**config.mk**
```make
export PLATFORM = sky130hd
export DESIGN_NAME = lsdd_top
export DESIGN_NICKNAME = d
export VERILOG_FILES = /design/src/rtl/lsdd_pulse.v /design/src/rtl/lsdd_sync.v /design/src/rtl/lsdd_top.v
export VERILOG_INCLUDE_DIRS = /design/src /design/src/rtl
export SDC_FILE = /design/constraint.sdc
export NUM_CORES = 1
export LEC_CHECK = 0
export BUFFER_PORTS_ARGS = -buffer_cell sky130_fd_sc_hd__buf_2
export CAP_MARGIN = 20
export CELL_PAD_IN_SITES_DETAIL_PLACEMENT = 0
export CELL_PAD_IN_SITES_GLOBAL_PLACEMENT = 1
export CORE_MARGIN = 2
export CORE_UTILIZATION = 50
export CTS_BUF_LIST = sky130_fd_sc_hd__clkbuf_2 sky130_fd_sc_hd__clkbuf_4 sky130_fd_sc_hd__clkbuf_8
export DETAILED_ROUTE_END_ITERATION = 6
export GPL_TIMING_DRIVEN = 0
export PLACE_DENSITY_LB_ADDON = 0.3
export SYNTH_ARGS = -nofsm -noshare
export SYNTH_HDL_FRONTEND = slang
export SYNTH_SLANG_ARGS = --single-unit
```
**constraint.sdc**
```tcl
create_clock -name CLK -period 6.1 [get_ports CLK]
set_input_delay 0.61 -clock CLK [delete_from_list [all_inputs] [get_ports CLK]]
set_output_delay 0.61 -clock CLK [all_outputs]
set_load 0.03 [all_outputs]
```
**src/rtl/lsdd_regs.vh**
```
// register offsets, fields, reset values and timing counts of the line state decoder
`ifndef LSDD_REGS_VH
`define LSDD_REGS_VH
// register byte addresses
`define LSDD_ADDR_CTRL 8'h00
`define LSDD_ADDR_STATUS 8'h04
`define LSDD_ADDR_IRQ_STAT 8'h08
`define LSDD_ADDR_IRQ_MASK 8'h0C
`define LSDD_ADDR_CODES 8'h10
`define LSDD_ADDR_MEAS 8'h14
// control fields
`define LSDD_CTRL_GKSEL 0
`define LSDD_CTRL_SWSEL 1
`define LSDD_CTRL_SWCODE_LO 2
`define LSDD_CTRL_SWCODE_HI 4
`define LSDD_CTRL_RST 32'h0000_0000
// status fields
`define LSDD_ST_STATE_LO 0
`define LSDD_ST_STATE_HI 2
`define LSDD_ST_DET 3
`define LSDD_ST_RELAY 4
`define LSDD_ST_MEAS 5
`define LSDD_ST_THERM 6
// interrupt bits
`define LSDD_IRQ_STATE 0
`define LSDD_IRQ_DETFALL 1
`define LSDD_IRQ_MEASDONE 2
`define LSDD_IRQ_THERM 3
`define LSDD_IRQ_W 4
// control codes: fixed ones and default table (active,tipopen,rev,meas)
`define LSDD_CODE_OPEN 3'h0
`define LSDD_CODE_RING 3'h1
`define LSDD_CODES_RST 12'hF35
// decoded line states
`define LSDD_ST_W 3
`define LSDD_S_OPEN 3'h0
`define LSDD_S_RING 3'h1
`define LSDD_S_ACT 3'h2
`define LSDD_S_TIPO 3'h3
`define LSDD_S_REV 3'h4
`define LSDD_S_MEAS 3'h5
`define LSDD_S_BAD 3'h6
// measurement pulse scale: picoseconds per millivolt and clock period
`define LSDD_PS_PER_MV 5500
`define LSDD_CLK_PS 40000
`define LSDD_MV_W 16
`endif

```
**src/rtl/lsdd_pulse.v**
```verilog
// line voltage measurement pulse timer, width proportional to millivolts
`timescale 1ns/1ps
`include "lsdd_regs.vh"
`default_nettype none
module lsdd_pulse #(
    parameter MV_W = `LSDD_MV_W,
    parameter CNT_W = 32
) (
    // clock and reset
    input wire clk,
    input wire rst_n,
    input wire ce,
    // control
    input wire start,
    input wire abort,
    input wire [MV_W-1:0] mv,
    // status
    output reg busy_ff,
    output reg done_ff
);
    reg [CNT_W-1:0] acc_ff;
    reg [CNT_W-1:0] nxt_acc;
    reg nxt_busy;
    // accumulate ps per mv scaled; counts down in clock periods
    // remainder below one clock period is not carried over, so each pulse at 5.5 us/V rounds up to whole clock periods
    always @* begin
        nxt_acc = acc_ff;
        nxt_busy = busy_ff;
        if (abort) begin
            nxt_busy = 1'b0;
        end else if (start) begin
            nxt_acc = mv * `LSDD_PS_PER_MV;
            nxt_busy = (mv != {MV_W{1'b0}});
        end else if (busy_ff) begin
            if (acc_ff <= `LSDD_CLK_PS) begin
                nxt_acc = {CNT_W{1'b0}};
                nxt_busy = 1'b0;
            end else begin
                nxt_acc = acc_ff - `LSDD_CLK_PS;
            end
        end
    end
    always @(posedge clk or negedge rst_n) begin
        if (!rst_n) begin
            acc_ff <= {CNT_W{1'b0}};
            busy_ff <= 1'b0;
            done_ff <= 1'b0;
        end else if (ce) begin
            acc_ff <= nxt_acc;
            busy_ff <= nxt_busy;
            done_ff <= busy_ff & ~nxt_busy & ~abort;
        end
    end
endmodule
`default_nettype wire

```
**src/rtl/lsdd_sync.v**
```verilog
// two-flop synchroniser for pin inputs
`timescale 1ns/1ps
`default_nettype none
module lsdd_sync #(
    parameter W = 1,
    parameter [W-1:0] RST_VAL = {W{1'b0}}
) (
    // clock and reset
    input wire clk,
    input wire rst_n,
    input wire ce,
    // data
    input wire [W-1:0] d,
    output wire [W-1:0] q
);
    reg [W-1:0] meta_ff;
    reg [W-1:0] sync_ff;
    // first stage feeds only the second
    always @(posedge clk or negedge rst_n) begin
        if (!rst_n) begin
            meta_ff <= RST_VAL;
            sync_ff <= RST_VAL;
        end else if (ce) begin
            meta_ff <= d;
            sync_ff <= meta_ff;
        end
    end
    assign q = sync_ff;
endmodule
`default_nettype wire

```
**src/rtl/lsdd_top.v**
```verilog
// line state decoder with detector multiplexer and wishbone registers
//
// The register addresses and the Wishbone interface to the registers are this design's own decisions.
`timescale 1ns/1ps
`include "lsdd_regs.vh"
`default_nettype none
module lsdd_top #(
    parameter MV_W = `LSDD_MV_W
) (
    // clock, reset, enable
    input wire CLK,
    input wire RST_N,
    input wire CE,
    // control word pins, pulled up outside when undriven
    input wire STATE_SELECT_BIT0,
    input wire STATE_SELECT_BIT1,
    input wire STATE_SELECT_BIT2,
    // detector comparator pins
    input wire LOOP_OFFHOOK,
    input wire GROUND_KEY,
    input wire RING_TRIP,
    input wire THERMAL_GUARD,
    input wire [MV_W-1:0] LINE_MV,
    // wishbone slave
    input wire WB_CYC_I,
    input wire WB_STB_I,
    input wire WB_WE_I,
    input wire [7:0] WB_ADR_I,
    input wire [3:0] WB_SEL_I,
    input wire [31:0] WB_DAT_I,
    output reg [31:0] WB_DAT_O,
    output reg WB_ACK_O,
    // line side outputs
    output reg SHARED_DETECTOR_OUT,
    output reg RING_RELAY_DRV,
    output reg TIP_LINE_TERMINAL_EN,
    output reg RING_LINE_TERMINAL_EN,
    output reg POLARITY_REVERSED,
    output reg BLOCKS_POWERED,
    output reg IRQ
);
    ////////////////////////////////////////////////////////////////////////
    // pin synchronisers; control pins reset to one like their pull-ups
    wire [2:0] sel_s;
    wire [3:0] det_s;
    wire [MV_W-1:0] mv_s;
    lsdd_sync #(.W(3), .RST_VAL(3'h7)) u_sync_sel (
        .clk(CLK),
        .rst_n(RST_N),
        .ce(CE),
        .d({STATE_SELECT_BIT2, STATE_SELECT_BIT1, STATE_SELECT_BIT0}),
        .q(sel_s)
    );
    lsdd_sync #(.W(4), .RST_VAL(4'h0)) u_sync_det (
        .clk(CLK),
        .rst_n(RST_N),
        .ce(CE),
        .d({THERMAL_GUARD, RING_TRIP, GROUND_KEY, LOOP_OFFHOOK}),
        .q(det_s)
    );
    // the voltage word is assumed quasi-static while it is sampled
    lsdd_sync #(.W(MV_W), .RST_VAL({MV_W{1'b0}})) u_sync_mv (
        .clk(CLK),
        .rst_n(RST_N),
        .ce(CE),
        .d(LINE_MV),
        .q(mv_s)
    );
    wire loop_s = det_s[0];
    wire gkey_s = det_s[1];
    wire trip_s = det_s[2];
    wire therm_s = det_s[3];

    // a changing voltage word can be caught mid-update by the sync flops;
    // only take it once two synced samples agree
    reg [MV_W-1:0] mv_prev_ff;
    reg [MV_W-1:0] mv_hold_ff;
    always @(posedge CLK or negedge RST_N) begin
        if (!RST_N) begin
            mv_prev_ff <= {MV_W{1'b0}};
            mv_hold_ff <= {MV_W{1'b0}};
        end else if (CE) begin
            mv_prev_ff <= mv_s;
            if (mv_s == mv_prev_ff)
                mv_hold_ff <= mv_s;
        end
    end

    ////////////////////////////////////////////////////////////////////////
    // registers
    reg [31:0] ctrl_ff;
    reg [11:0] codes_ff;
    reg [`LSDD_IRQ_W-1:0] irq_stat_ff;
    reg [`LSDD_IRQ_W-1:0] irq_mask_ff;
    reg [2:0] state_ff;
    reg [2:0] nxt_state;
    reg meas_ok_ff;
    reg [MV_W-1:0] meas_mv_ff;
    wire pulse_busy;
    wire pulse_done;

    // code table: active, tip open, reversal, measure in 3-bit slots
    function [2:0] decode;
        input [2:0] code;
        input [11:0] tbl;
        begin
            if (code == `LSDD_CODE_OPEN)
                decode = `LSDD_S_OPEN;
            else if (code == `LSDD_CODE_RING)
                decode = `LSDD_S_RING;
            else if (code == tbl[2:0])
                decode = `LSDD_S_ACT;
            else if (code == tbl[5:3])
                decode = `LSDD_S_TIPO;
            else if (code == tbl[8:6])
                decode = `LSDD_S_REV;
            else if (code == tbl[11:9])
                decode = `LSDD_S_MEAS;
            else
                decode = `LSDD_S_BAD;
        end
    endfunction

    // software may override the pins for bring-up
    wire [2:0] code_eff = ctrl_ff[`LSDD_CTRL_SWSEL] ?
        ctrl_ff[`LSDD_CTRL_SWCODE_HI:`LSDD_CTRL_SWCODE_LO] : sel_s;
    wire gk_sel = ctrl_ff[`LSDD_CTRL_GKSEL];

    ////////////////////////////////////////////////////////////////////////
    // state decode; unknown codes fall back to open circuit for safety
    always @* begin
        nxt_state = decode(code_eff, codes_ff);
        if (nxt_state == `LSDD_S_BAD)
            nxt_state = `LSDD_S_OPEN;
    end

    // measurement only allowed when entered from an active state
    wire enter_meas = (nxt_state == `LSDD_S_MEAS) &&
                      (state_ff != `LSDD_S_MEAS);
    wire from_active = (state_ff == `LSDD_S_ACT) ||
                       (state_ff == `LSDD_S_REV);
    wire meas_start = enter_meas && from_active;
    wire meas_abort = (state_ff == `LSDD_S_MEAS) &&
                      (nxt_state != `LSDD_S_MEAS);

    lsdd_pulse #(.MV_W(MV_W)) u_pulse (
        .clk(CLK),
        .rst_n(RST_N),
        .ce(CE),
        .start(meas_start),
        .abort(meas_abort),
        .mv(mv_hold_ff),
        .busy_ff(pulse_busy),
        .done_ff(pulse_done)
    );

    ////////////////////////////////////////////////////////////////////////
    // detector multiplexer, thermal guard has top priority
    reg nxt_det;
    always @* begin
        case (state_ff)
            `LSDD_S_OPEN: nxt_det = 1'b1;
            `LSDD_S_RING: nxt_det = ~trip_s;
            `LSDD_S_ACT, `LSDD_S_REV: begin
                // reversal keeps the active selection
                nxt_det = gk_sel ? gkey_s : ~loop_s;
            end
            `LSDD_S_TIPO: nxt_det = ~loop_s;
            `LSDD_S_MEAS: nxt_det = meas_ok_ff & pulse_busy;
            default: nxt_det = 1'b1;
        endcase
        if (therm_s)
            nxt_det = 1'b0;
    end

    ////////////////////////////////////////////////////////////////////////
    // line state and outputs
    always @(posedge CLK or negedge RST_N) begin
        if (!RST_N) begin
            state_ff <= `LSDD_S_OPEN;
            meas_ok_ff <= 1'b0;
            meas_mv_ff <= {MV_W{1'b0}};
            SHARED_DETECTOR_OUT <= 1'b1;
            RING_RELAY_DRV <= 1'b0;
            TIP_LINE_TERMINAL_EN <= 1'b0;
            RING_LINE_TERMINAL_EN <= 1'b0;
            POLARITY_REVERSED <= 1'b0;
            BLOCKS_POWERED <= 1'b0;
        end else if (CE) begin
            state_ff <= nxt_state;
            if (enter_meas) begin
                meas_ok_ff <= from_active;
                meas_mv_ff <= mv_hold_ff;
            end
            SHARED_DETECTOR_OUT <= nxt_det;
            RING_RELAY_DRV <= (nxt_state == `LSDD_S_RING);
            // open circuit powers everything down
            BLOCKS_POWERED <= (nxt_state != `LSDD_S_OPEN);
            TIP_LINE_TERMINAL_EN <= (nxt_state != `LSDD_S_OPEN) &&
                                    (nxt_state != `LSDD_S_TIPO);
            RING_LINE_TERMINAL_EN <= (nxt_state != `LSDD_S_OPEN);
            POLARITY_REVERSED <= (nxt_state == `LSDD_S_REV);
        end
    end

    ////////////////////////////////////////////////////////////////////////
    // interrupt events
    reg det_prev_ff;
    reg therm_prev_ff;
    wire [`LSDD_IRQ_W-1:0] ev;
    assign ev[`LSDD_IRQ_STATE] = (nxt_state != state_ff);
    assign ev[`LSDD_IRQ_DETFALL] = det_prev_ff & ~SHARED_DETECTOR_OUT;
    assign ev[`LSDD_IRQ_MEASDONE] = pulse_done;
    assign ev[`LSDD_IRQ_THERM] = therm_s & ~therm_prev_ff;

    ////////////////////////////////////////////////////////////////////////
    // wishbone slave, ack one cycle after the request, then drop
    wire wb_req = WB_CYC_I & WB_STB_I & ~WB_ACK_O;
    // writes land at the ack edge, the same edge the master commits on
    wire wb_wr = WB_CYC_I & WB_STB_I & WB_ACK_O & WB_WE_I;

    function [31:0] lane_merge;
        input [31:0] old;
        input [31:0] dat;
        input [3:0] sel;
        integer i;
        begin
            lane_merge = old;
            for (i = 0; i < 4; i = i + 1)
                if (sel[i])
                    lane_merge[i*8 +: 8] = dat[i*8 +: 8];
        end
    endfunction

    wire [31:0] ctrl_w = lane_merge(ctrl_ff, WB_DAT_I, WB_SEL_I);
    wire [31:0] codes_w = lane_merge({20'h0_0000, codes_ff}, WB_DAT_I,
                                     WB_SEL_I);
    wire [31:0] mask_w = lane_merge({28'h000_0000, irq_mask_ff}, WB_DAT_I,
                                    WB_SEL_I);
    wire [`LSDD_IRQ_W-1:0] w1c = (wb_wr && WB_ADR_I == `LSDD_ADDR_IRQ_STAT
                                  && WB_SEL_I[0]) ?
                                 WB_DAT_I[`LSDD_IRQ_W-1:0] :
                                 {`LSDD_IRQ_W{1'b0}};

    // read mux
    reg [31:0] rd;
    always @* begin
        rd = 32'h0000_0000;
        case (WB_ADR_I)
            `LSDD_ADDR_CTRL: rd = ctrl_ff;
            `LSDD_ADDR_STATUS: begin
                rd[`LSDD_ST_STATE_HI:`LSDD_ST_STATE_LO] = state_ff;
                rd[`LSDD_ST_DET] = SHARED_DETECTOR_OUT;
                rd[`LSDD_ST_RELAY] = RING_RELAY_DRV;
                rd[`LSDD_ST_MEAS] = pulse_busy;
                rd[`LSDD_ST_THERM] = therm_s;
            end
            `LSDD_ADDR_IRQ_STAT: rd[`LSDD_IRQ_W-1:0] = irq_stat_ff;
            `LSDD_ADDR_IRQ_MASK: rd[`LSDD_IRQ_W-1:0] = irq_mask_ff;
            `LSDD_ADDR_CODES: rd[11:0] = codes_ff;
            `LSDD_ADDR_MEAS: rd[MV_W-1:0] = meas_mv_ff;
            default: rd = 32'h0000_0000; // unmapped reads zero, still acked
        endcase
    end

    // register write, ack and interrupt; set wins over write-one clear
    always @(posedge CLK or negedge RST_N) begin
        if (!RST_N) begin
            ctrl_ff <= `LSDD_CTRL_RST;
            codes_ff <= `LSDD_CODES_RST;
            irq_stat_ff <= {`LSDD_IRQ_W{1'b0}};
            irq_mask_ff <= {`LSDD_IRQ_W{1'b0}};
            det_prev_ff <= 1'b1;
            therm_prev_ff <= 1'b0;
            WB_ACK_O <= 1'b0;
            WB_DAT_O <= 32'h0000_0000;
            IRQ <= 1'b0;
        end else if (CE) begin
            WB_ACK_O <= wb_req;
            if (wb_req)
                WB_DAT_O <= rd;
            if (wb_wr && WB_ADR_I == `LSDD_ADDR_CTRL)
                ctrl_ff <= {26'h000_0000, ctrl_w[5:0]};
            if (wb_wr && WB_ADR_I == `LSDD_ADDR_CODES)
                codes_ff <= codes_w[11:0];
            if (wb_wr && WB_ADR_I == `LSDD_ADDR_IRQ_MASK)
                irq_mask_ff <= mask_w[`LSDD_IRQ_W-1:0];
            irq_stat_ff <= (irq_stat_ff & ~w1c) | ev;
            det_prev_ff <= SHARED_DETECTOR_OUT;
            therm_prev_ff <= therm_s;
            IRQ <= |(((irq_stat_ff & ~w1c) | ev) & irq_mask_ff);
        end
    end
endmodule
`default_nettype wire

```
# After elaboration in Yosys (flattened, before gate mapping)

Index checks and enable logic that the tools add are counted.
W data, S select, Z words.

Bits in registers: 183
Logic and storage cells: 124

$add $sub $neg: 1
Multiply operators: 1
Order comparisons: 1
Eq/ne operators: 24
Multiplexer cells: 23
Bitwise gates (word level): 20
Reductions and logical operators: 25

Operators with widths:

| cell                     | count |
|---|---|
| $mux W32                 | 3 |
| $le A32 B16 Y1 const B   | 1 |
| $sub A32 B16 Y32 const B | 1 |
| $mul A16 B11 Y27 const B | 1 |
| $pmux W4 S6              | 1 |
| $mux W3                  | 6 |
| $eq A16 B16 Y1           | 1 |
| $eq A8 B4 Y1 const B     | 2 |
| $eq A8 B5 Y1 const B     | 2 |
| $reduce_bool A16 Y1      | 1 |
| $eq A3 B3 Y1 const B     | 5 |
| $reduce_and A3 Y1        | 5 |
| $eq A3 B3 Y1             | 4 |
| $pmux W3 S4              | 1 |
| $pmux W5 S2              | 1 |
| $and A1 B1 Y1            | 9 |
| $eq A3 B1 Y1 const B     | 3 |
| $logic_and A1 B1 Y1      | 9 |
| $and A4 B4 Y4            | 2 |
| $eq A8 B3 Y1 const B     | 1 |
| $logic_not A8 Y1         | 1 |
| $mux W4                  | 2 |
| $not A1 Y1               | 7 |
| $eq A3 B2 Y1 const B     | 2 |
| other kinds (15)         | 24 |

# Longest topological paths before layout

Gate-level depths: netlist (run 1).

Depth after elaboration: 18
Mapped depth: 20
Gate-level depth less buffers: 20

# Hierarchy

Synthesis (run 1) repeated with hierarchy kept, for this count alone.

Cells, all modules: 1161
Area total of the unflattened synthesis: 12953.7 um^2

Modules (own cells, without submodules):

| module                  | times used | cells each | area each (um^2) | sequential area each (um^2) |
|---|---|---|---|---|
| lsdd_pulse              | 1          | 647        | 5919.4           | 800.8 |
| lsdd_top                | 1          | 416        | 5098.6           | 2590.0 |
| lsdd_sync at u_sync_mv  | 1          | 68         | 1345.0           | 800.8 |
| lsdd_sync at u_sync_det | 1          | 17         | 331.6            | 200.2 |
| lsdd_sync at u_sync_sel | 1          | 13         | 259.0            | 157.7 |

# Worst setup path after synthesis (run 1)

No wires, ideal clock.

Path type: flip-flop to flip-flop
Start: reg mv_hold_ff[5]
End: reg u_pulse.acc_ff[26]
Arrival: 4.936 ns
Required time: 5.974 ns
Path slack: 1.038 ns
Stages on the path, launching flop included: 20
Path buffers: 0
Clock period less this slack: 5.062 ns
Cell sequence: dfrtp_1 > inv_1 > fa_1 > inv_1 > ha_1 > inv_1 > fa_1 > inv_1 > fa_1 > inv_1 > fa_1 > inv_1 > ha_1 > and2_1 > o311a_1 > o21ai_0 > a21oi_1 > a311oi_1 > xnor2_1 > a221o_1

Word-level cells in the longest chain between the ends: 2

RTL lines:

| what                       | line            | text |
|---|---|---|
| from (decl)                | lsdd_top.v:77   | `reg [MV_W-1:0] mv_hold_ff;` |
| from (signal assigned)     | lsdd_top.v:81   | `mv_hold_ff <= {MV_W{1'b0}};` |
| from (signal assigned)     | lsdd_top.v:85   | `mv_hold_ff <= mv_s;` |
| $mul A16 B11 Y27 (no line) | --              |  |
| $mux W32                   | lsdd_pulse.v:31 | `end else if (start) begin` |
| to (signal assigned)       | lsdd_pulse.v:45 | `acc_ff <= {CNT_W{1'b0}};` |
| to (signal assigned)       | lsdd_pulse.v:49 | `acc_ff <= nxt_acc;` |
| to (decl)                  | lsdd_pulse.v:21 | `reg [CNT_W-1:0] acc_ff;` |

No other way between the ends.
A chain may end at the register's enable or synchronous reset.

# Worst setup path in the final report (run 1)

Start: reg mv_hold_ff[11]
End: reg u_pulse.acc_ff[26]

Same word-level chain as after synthesis.

==> impl_metrics.tcl, run 1 <==
set metrics [dict create \
    final_cells 1602 \
    cp_top_family "adder cells" \
    dieArea_um2 26700 \
    start_kind "flop" \
    synth.most_common_cell "dfrtp_1" \
    setup-violations-final 0 \
    cts_resized 0 \
    drt_pre_antenna_iters 5 \
    final_area_um2 14000 \
    tns_ns 0 \
    ant_nets 0 \
    grt_first_pass_wirelength_um 46100 \
    nets 1511 \
    clockBufferDepth 2 \
    cp_max_fo 11 \
    cp_num_cells 17 \
    cp-endpoint "u_pulse.acc_ff[26]$_DFFE_PN0P_" \
    cp_data_arrival_time_ns 6.02 \
    htree_levels 4 \
    n_antenna_cell 0 \
    yosys-top-cells-count "dfrtp_1, inv_1, mux2_2, ha_1, fa_1" \
    synth_seq_cells 181 \
    worstMarginPinSlew_ns 1.12 \
    regToRegEndpoint "u_pulse.acc_ff[26]$_DFFE_PN0P_" \
    die_x_um 163 \
    area_delta_synth_final_pct 9.98 \
    ys_warn_count 0 \
    die_h_um 163 \
    post_dp_cell_area_um2 13600 \
    critPathSlowestCell "dfrtp_1" \
    worstPathCellList "fa_1 -> ha_1 -> fa_1 -> fa_1 -> inv_1 -> fa_1 -> inv_1 -> ha_1 -> clkbuf_1 -> a21oi_1 -> o21ai_0 -> a221o_1 -> o21ai_0 -> a21oi_1 -> a311oi_1 -> xnor2_1 -> a221o_1" \
    regToRegStartpoint "mv_hold_ff[11]$_DFFE_PN0P_" \
    relSlewSlack_pct 24.5 \
    drc 0 \
    io_pins 113 \
    synth_edf_count 0 \
    drv_slew 0 \
    hold_viol_final 0 \
    core-area_um2 25000 \
    overflow 0 \
    routed_wirelength_um 28300 \
    min_period_ns 5.64 \
    max-vdd-ir-drop_uv 375 \
    drt_iter0_drc 583 \
    powerDensity_nw_per_um2 307 \
    gp_congestion 0.864 \
    critPathKind "flop to flop" \
    rrSetupSlack_ns 0.46 \
    grt_start_max_net_pins 127 \
    synth.area.top_cells "dfrtp_1, fa_1, mux2_2" \
    startpoint "mv_hold_ff[11]$_DFFE_PN0P_" \
    viasPerCell 5.45 \
    status "finished clean" \
    fillCellCount 2198 \
    rows 58 \
    place_inst 1570 \
    fmax_ghz 0.177 \
    cp_slowest_stage_delay_ns 0.81 \
    hold_class "primary input to asynchronous set/reset pin" \
    cts_buffers 17 \
    fin_util_pct 55.8 \
    cp.required_ns 6.49 \
    worstSkewPairLatency_ns 0.49 \
    cts_root_buf "clkbuf_8" \
    tritoncts "done" \
    rsz0062_at_grt "false" \
    endpoint_kind "flop" \
    crit_buf_inv 3 \
    p_leak_nw 7.02 \
    post-cts-setup-buffers 0 \
    cts-hold-fix-buffers 0 \
    finClkSkew_ns 0.0234 \
    hpwlAfterDp_um 21900 \
    synth-main-ff-cell "dfrtp_1" \
    via_count 8738 \
    initial_utilization_pct 50.8 \
    netlist_instances 1152 \
    r2r_cells 17 \
    wl_per_cell_um 17.7 \
    async_reset_ff_share_pct 100 \
    drv_cap 0 \
    ys_types 80 \
    grt_pass1_vias 8615 \
    crit_top_cell "fa_1" \
    syn_avg_cell_area_um2 11.0 \
    drive_gt1_share_pct 23.9 \
    ys_seq_area_share_pct 35.8 \
    clkTransAtPathRegs_ns 0.12 \
    period_share_pct 92.4 \
    grt_usage_pct 22.3 \
    syn_area_um2 12700 \
    yosys.area.top_type_share_pct 32.5 \
    antenna_found_initial 0 \
    yosysTopAreaCell "dfrtp_1" \
    port_buffers 72 \
    cts_sinks 181 \
]
==> where the power goes <==
group          switching, W  leakage, nW  internal [W]  total (W)
logic               0.00118         4.52      0.000778    0.00196
registers          0.000136         2.30       0.00135    0.00148
clock network      0.000502        0.199      0.000342   0.000844
total               0.00182         7.02       0.00247    0.00429
==> registers in the layout, summed over array words and instances, names as in the netlist, 4 cells and up <==
signal              flops
u_sync_mv.q            16
u_sync_mv.meta_ff      16
mv_prev_ff             16
mv_hold_ff             16
meas_mv_ff             16
WB_DAT_O               16
irq_mask_ff             4
ctrl_ff                 6
codes_ff               12
irq_stat_ff             4
u_pulse.acc_ff         30
u_sync_det.q            4
u_sync_det.meta_ff      4
==> cell usage in the layout (no fill, tap or decap), types with 8 or more instances in the layout <==
master    netlist  final
dfrtp_1       165    163
inv_1         142    142
mux2_2        125    125
ha_1          102    102
fa_1           77     77
buf_2           3     74
nand2_1        50     50
o21ai_0        49     49
a21oi_1        44     44
xnor2_1        33     33
nor2_1         28     28
clkbuf_1       24     24
xor2_1         23     23
buf_4          22     22
nand3_1        21     21
nor3_1         21     21
a22o_1         20     20
clkbuf_8        0     17
dfstp_2        16     16
conb_1          1     16
a21o_1          9      9
or3_1           9      9
o211ai_1        9      9
o21ai_1         8      8
o31ai_1         8      8
o221ai_1        8      8
nand4_1         8      8
==> per-layer routing <==
metal | GRT usage, % | wire length (um) | vias up
met3 | 3.76 | 1310 | 24
met1 | 33.0 | 13700 | 4330
met4 | 4.91 | 403 | 0
li1 | - | - | 4188
met5 | 0 | 0 | -
met2 | 34.4 | 12900 | 196
==> area by class of cell <==
type	instances	area [um^2]	share of cell area (%)
repair buffers	73	398	2.85
multi-input cells	790	7380	52.8
clock inverters	15	165	1.18
flip-flops and latches	181	4550	32.6
well taps	330	413	2.95
inverters	143	537	3.84
plain buffers	53	300	2.15
clock buffers	17	234	1.67
==> worst min path at each step <==
stage,cells past startpoint,slack (ns),endpoint
floorplan,0,0.31,BLOCKS_POWERED$_DFFE_PN0P_
global placement,2,0.46,WB_DAT_O[13]$_DFFE_PN0P_
detailed placement,2,0.46,WB_DAT_O[10]$_DFFE_PN0P_
CTS,1,0.03,WB_DAT_O[1]$_DFFE_PN0P_
global route,1,0.04,WB_DAT_O[1]$_DFFE_PN0P_
finish,1,0.02,WB_DAT_O[1]$_DFFE_PN0P_
==> kinds of logic after synthesis <==
| group | Yosys count | synth area share [%] |
|---|---|---|
| AOI/OAI and AO/OA | 209 | 11.0 |
| xor gates and xnor gates | 56 | 3.86 |
| adders and majority gates | 179 | 22.2 |
| buffers and inverters | 196 | 6.59 |
| DFF | 181 | 35.8 |
| muxes | 136 | 12.3 |
| other | 1 | 0.0295 |
| and+or+nand+nor | 194 | 8.21 |
==> metrics by stage <==
| step | worst slack, ns | power (W) | hold WS (ns) |
|---|---|---|---|
| 6_report | 0.464 | 0.00429 | 0.0219 |
| 5_1_grt | 0.0864 | 0.00461 | 0.0364 |
| 4_1_cts | 0.299 | 0.00430 | 0.0270 |
| 3_5_place_dp | 0.315 | 0.00345 | 0.461 |
| 3_3_place_gp | 0.344 | 0.00343 | 0.458 |
| 2_1_floorplan | 1.04 | 0.00295 | 0.314 |
No activity file was read; power rests on OpenSTA's default activity.
==> inputs of run 2 (changes only) <==
--- a/config.mk
+++ b/config.mk
@@ -15,7 +15,8 @@
 export CTS_BUF_LIST = sky130_fd_sc_hd__clkbuf_2 sky130_fd_sc_hd__clkbuf_4 sky130_fd_sc_hd__clkbuf_8
 export DETAILED_ROUTE_END_ITERATION = 6
 export GPL_TIMING_DRIVEN = 0
-export PLACE_DENSITY_LB_ADDON = 0.3
+export PLACE_DENSITY_LB_ADDON = 0.05
 export SYNTH_ARGS = -nofsm -noshare
 export SYNTH_HDL_FRONTEND = slang
+export SYNTH_HIERARCHICAL = 1
 export SYNTH_SLANG_ARGS = --single-unit
==> run 2 against run 1 <==
Effect of this change:
- non-clock buffer count did not move
- utilization rose by 0.57 points
- wire length rose by 3.5%
- worst setup slack improved by 0.050 ns
- critical path type unchanged
==> impl_metrics.tcl, run 2 <==
set metrics [dict create \
    final_common_cell "dfrtp_1" \
    synth_seq_cells 181 \
    drc 0 \
    cp.required_ns 6.44 \
    ys_types 78 \
    synth_edf_count 0 \
    cts_buffers 17 \
    period_share_pct 91.6 \
    top_register "u_pulse/acc_ff" \
    die_h_um 165 \
    viasPerCell 5.42 \
    initial_utilization_pct 51.1 \
    yosys-top-cells-count "dfrtp_1, inv_1, ha_1, fa_1, mux2_2" \
    grt_start_max_net_pins 123 \
    powerDensity_nw_per_um2 271 \
    antenna_found_initial 0 \
    tritoncts "done" \
    r2r_cells 20 \
    synth.area.top_cells "dfrtp_1, fa_1, ha_1" \
    drive_gt1_share_pct 23.9 \
    cts_root_buf "clkbuf_8" \
    ys_seq_area_share_pct 35.1 \
    clockBufferDepth 2 \
    ant_nets 0 \
    cts_sinks 181 \
    wl_per_cell_um 18.2 \
    p_leak_nw 7.21 \
    yosys.area.top_type_share_pct 31.9 \
    max-vdd-ir-drop_uv 354 \
    overflow 0 \
    syn_area_um2 13000 \
    worstMarginPinSlew_ns 0.860 \
    via_count 8735 \
    tns_ns 0 \
    synth.most_common_cell "dfrtp_1" \
    yosysTopAreaCell "dfrtp_1" \
    drv_cap 0 \
    ys_warn_count 6 \
    grt_pass1_vias 8743 \
    setup-violations-final 0 \
    grt_first_pass_wirelength_um 47600 \
    relSlewSlack_pct 42.3 \
    drv_slew 0 \
    critPathKind "flop to flop" \
    syn_avg_cell_area_um2 11.2 \
    hold_class "primary input to asynchronous set/reset pin" \
    rows 58 \
    n_antenna_cell 0 \
    area_delta_synth_final_pct 10.3 \
    netlist_instances 1161 \
    cp_data_arrival_time_ns 5.93 \
    die_x_um 165 \
    status "finished clean" \
    drt_pre_antenna_iters 6 \
    routed_wirelength_um 29300 \
    htree_levels 4 \
    cts_resized 0 \
    hpwlAfterDp_um 22400 \
    grt_usage_pct 22.8 \
    worstSkewPairLatency_ns 0.48 \
    finClkSkew_ns 0.0225 \
    drt_iter0_drc 558 \
    hold_viol_final 0 \
    start_kind "flop" \
    post-cts-setup-buffers 0 \
    nets 1522 \
    clkTransAtPathRegs_ns 0.12 \
    fmax_ghz 0.179 \
    rsz0062_at_grt "false" \
    synth-main-ff-cell "dfrtp_1" \
    port_buffers 74 \
    endpoint_kind "flop" \
    cts-hold-fix-buffers 0 \
    dieArea_um2 27200 \
    cp_max_fo 7 \
    min_period_ns 5.59 \
    layout_common_cells "dfrtp_1, inv_1, ha_1" \
    core-area_um2 25300 \
    fin_util_pct 56.4 \
    io_pins 113 \
    async_reset_ff_share_pct 100 \
    gp_congestion 0.819 \
    largest_register_ffs 30 \
]
==> run 2: changes by cell type after synthesis, sizes merged, moves of 6 or more <==
cell    previous run  this run
o21ai             57        76
clkbuf            24        18
mux2i              8        14
a22o              20        12
xor2              23        15
o211ai             9         2
nand3             23        16
nor2              28        51
o31ai              9         3
nand2             52        61
nor2b              6        14
==> run 2: area by class of cell <==
cell class	count	area, um^2
sequential	181	4550
clock inverter	15	218
tap	330	413
buffer	51	377
multi-input combinational	806	7570
clock buffer	17	234
timing repair buffer	75	408
inverter	138	518
fill	2234	11000
==> run 2: path summary, 6_finish.rpt <==
path | endpoint | slack (ns) | start
hold reg to reg | WB_DAT_O[10]$_DFFE_PN0P_ | 0.49 | WB_DAT_O[10]$_DFFE_PN0P_
max in group asynchronous | mv_hold_ff[6]$_DFFE_PN0P_ | 5.06 | RST_N
min in group CLK | u_sync_mv/meta_ff[6]$_DFFE_PN0P_ | 0.34 | LINE_MV[6]
setup / recovery | u_pulse/acc_ff[25]$_DFFE_PN0P_ | 0.51 | mv_hold_ff[5]$_DFFE_PN0P_
hold / removal | u_pulse/acc_ff[31]$_DFFE_PN0P_ | 0.06 | RST_N
setup reg to reg | u_pulse/acc_ff[25]$_DFFE_PN0P_ | 0.51 | mv_hold_ff[5]$_DFFE_PN0P_
==> run 2: power by group <==
part           internal (W)  total [W]  switching (W)
registers           0.00135    0.00148       0.000136
logic              0.000564    0.00149       0.000922
clock network      0.000333   0.000900       0.000567
==> run 2: cell families after synthesis <==
family,share of synthesized area [%]
AOI/OAI and AO/OA,9.26
xor gates and xnor gates,3.38
adders and majority gates,21.8
buffers and inverters,6.91
DFF,35.1
muxes,14.6
other,0.0289
and+or+nand+nor,8.96
==> run 2: metal layers <==
layer	GRT usage (%)	routed length, um	vias to the layer above	part of all wire, %
met1	34.5	14500	4356	50
li1	-	-	4174	-
met3	3.59	1240	20	4.2
met5	0	0	-	0
met4	4.35	277	0	0.95
met2	34.8	13200	185	45
==> run 2: critical path, stage by stage (launching register included) <==
cell and delay [ns]:
dfrtp_1 0.65, inv_1 0.28, fa_1 0.58, inv_1 0.04
ha_1 0.26, inv_1 0.04, fa_1 0.47, inv_1 0.06
fa_1 0.53, inv_1 0.05, fa_1 0.52, inv_1 0.04
ha_1 0.33, o21ai_0 0.13, nor4_1 0.29, o41ai_2 0.19
nand2_1 0.14, a31oi_1 0.16, o311ai_1 0.39, xnor2_1 0.19
o21ai_1 0.08
==> run 2: through the flow <==
step / hold WS [ns] / setup WS (ns) / std cells / instance area [um^2] / power, W
floorplan: 0.314 / 1.21 / 1176 / 13000 / 0.00255
finish: 0.0600 / 0.514 / 1613 / 14300 / 0.00387
CTS: 0.0544 / 0.500 / 1613 / 14300 / 0.00388
global route: 0.0776 / 0.238 / 1613 / 14300 / 0.00410
detailed placement: 0.468 / 0.522 / 1581 / 13800 / 0.00297
global placement: 0.454 / 0.519 / 1580 / 13800 / 0.00296
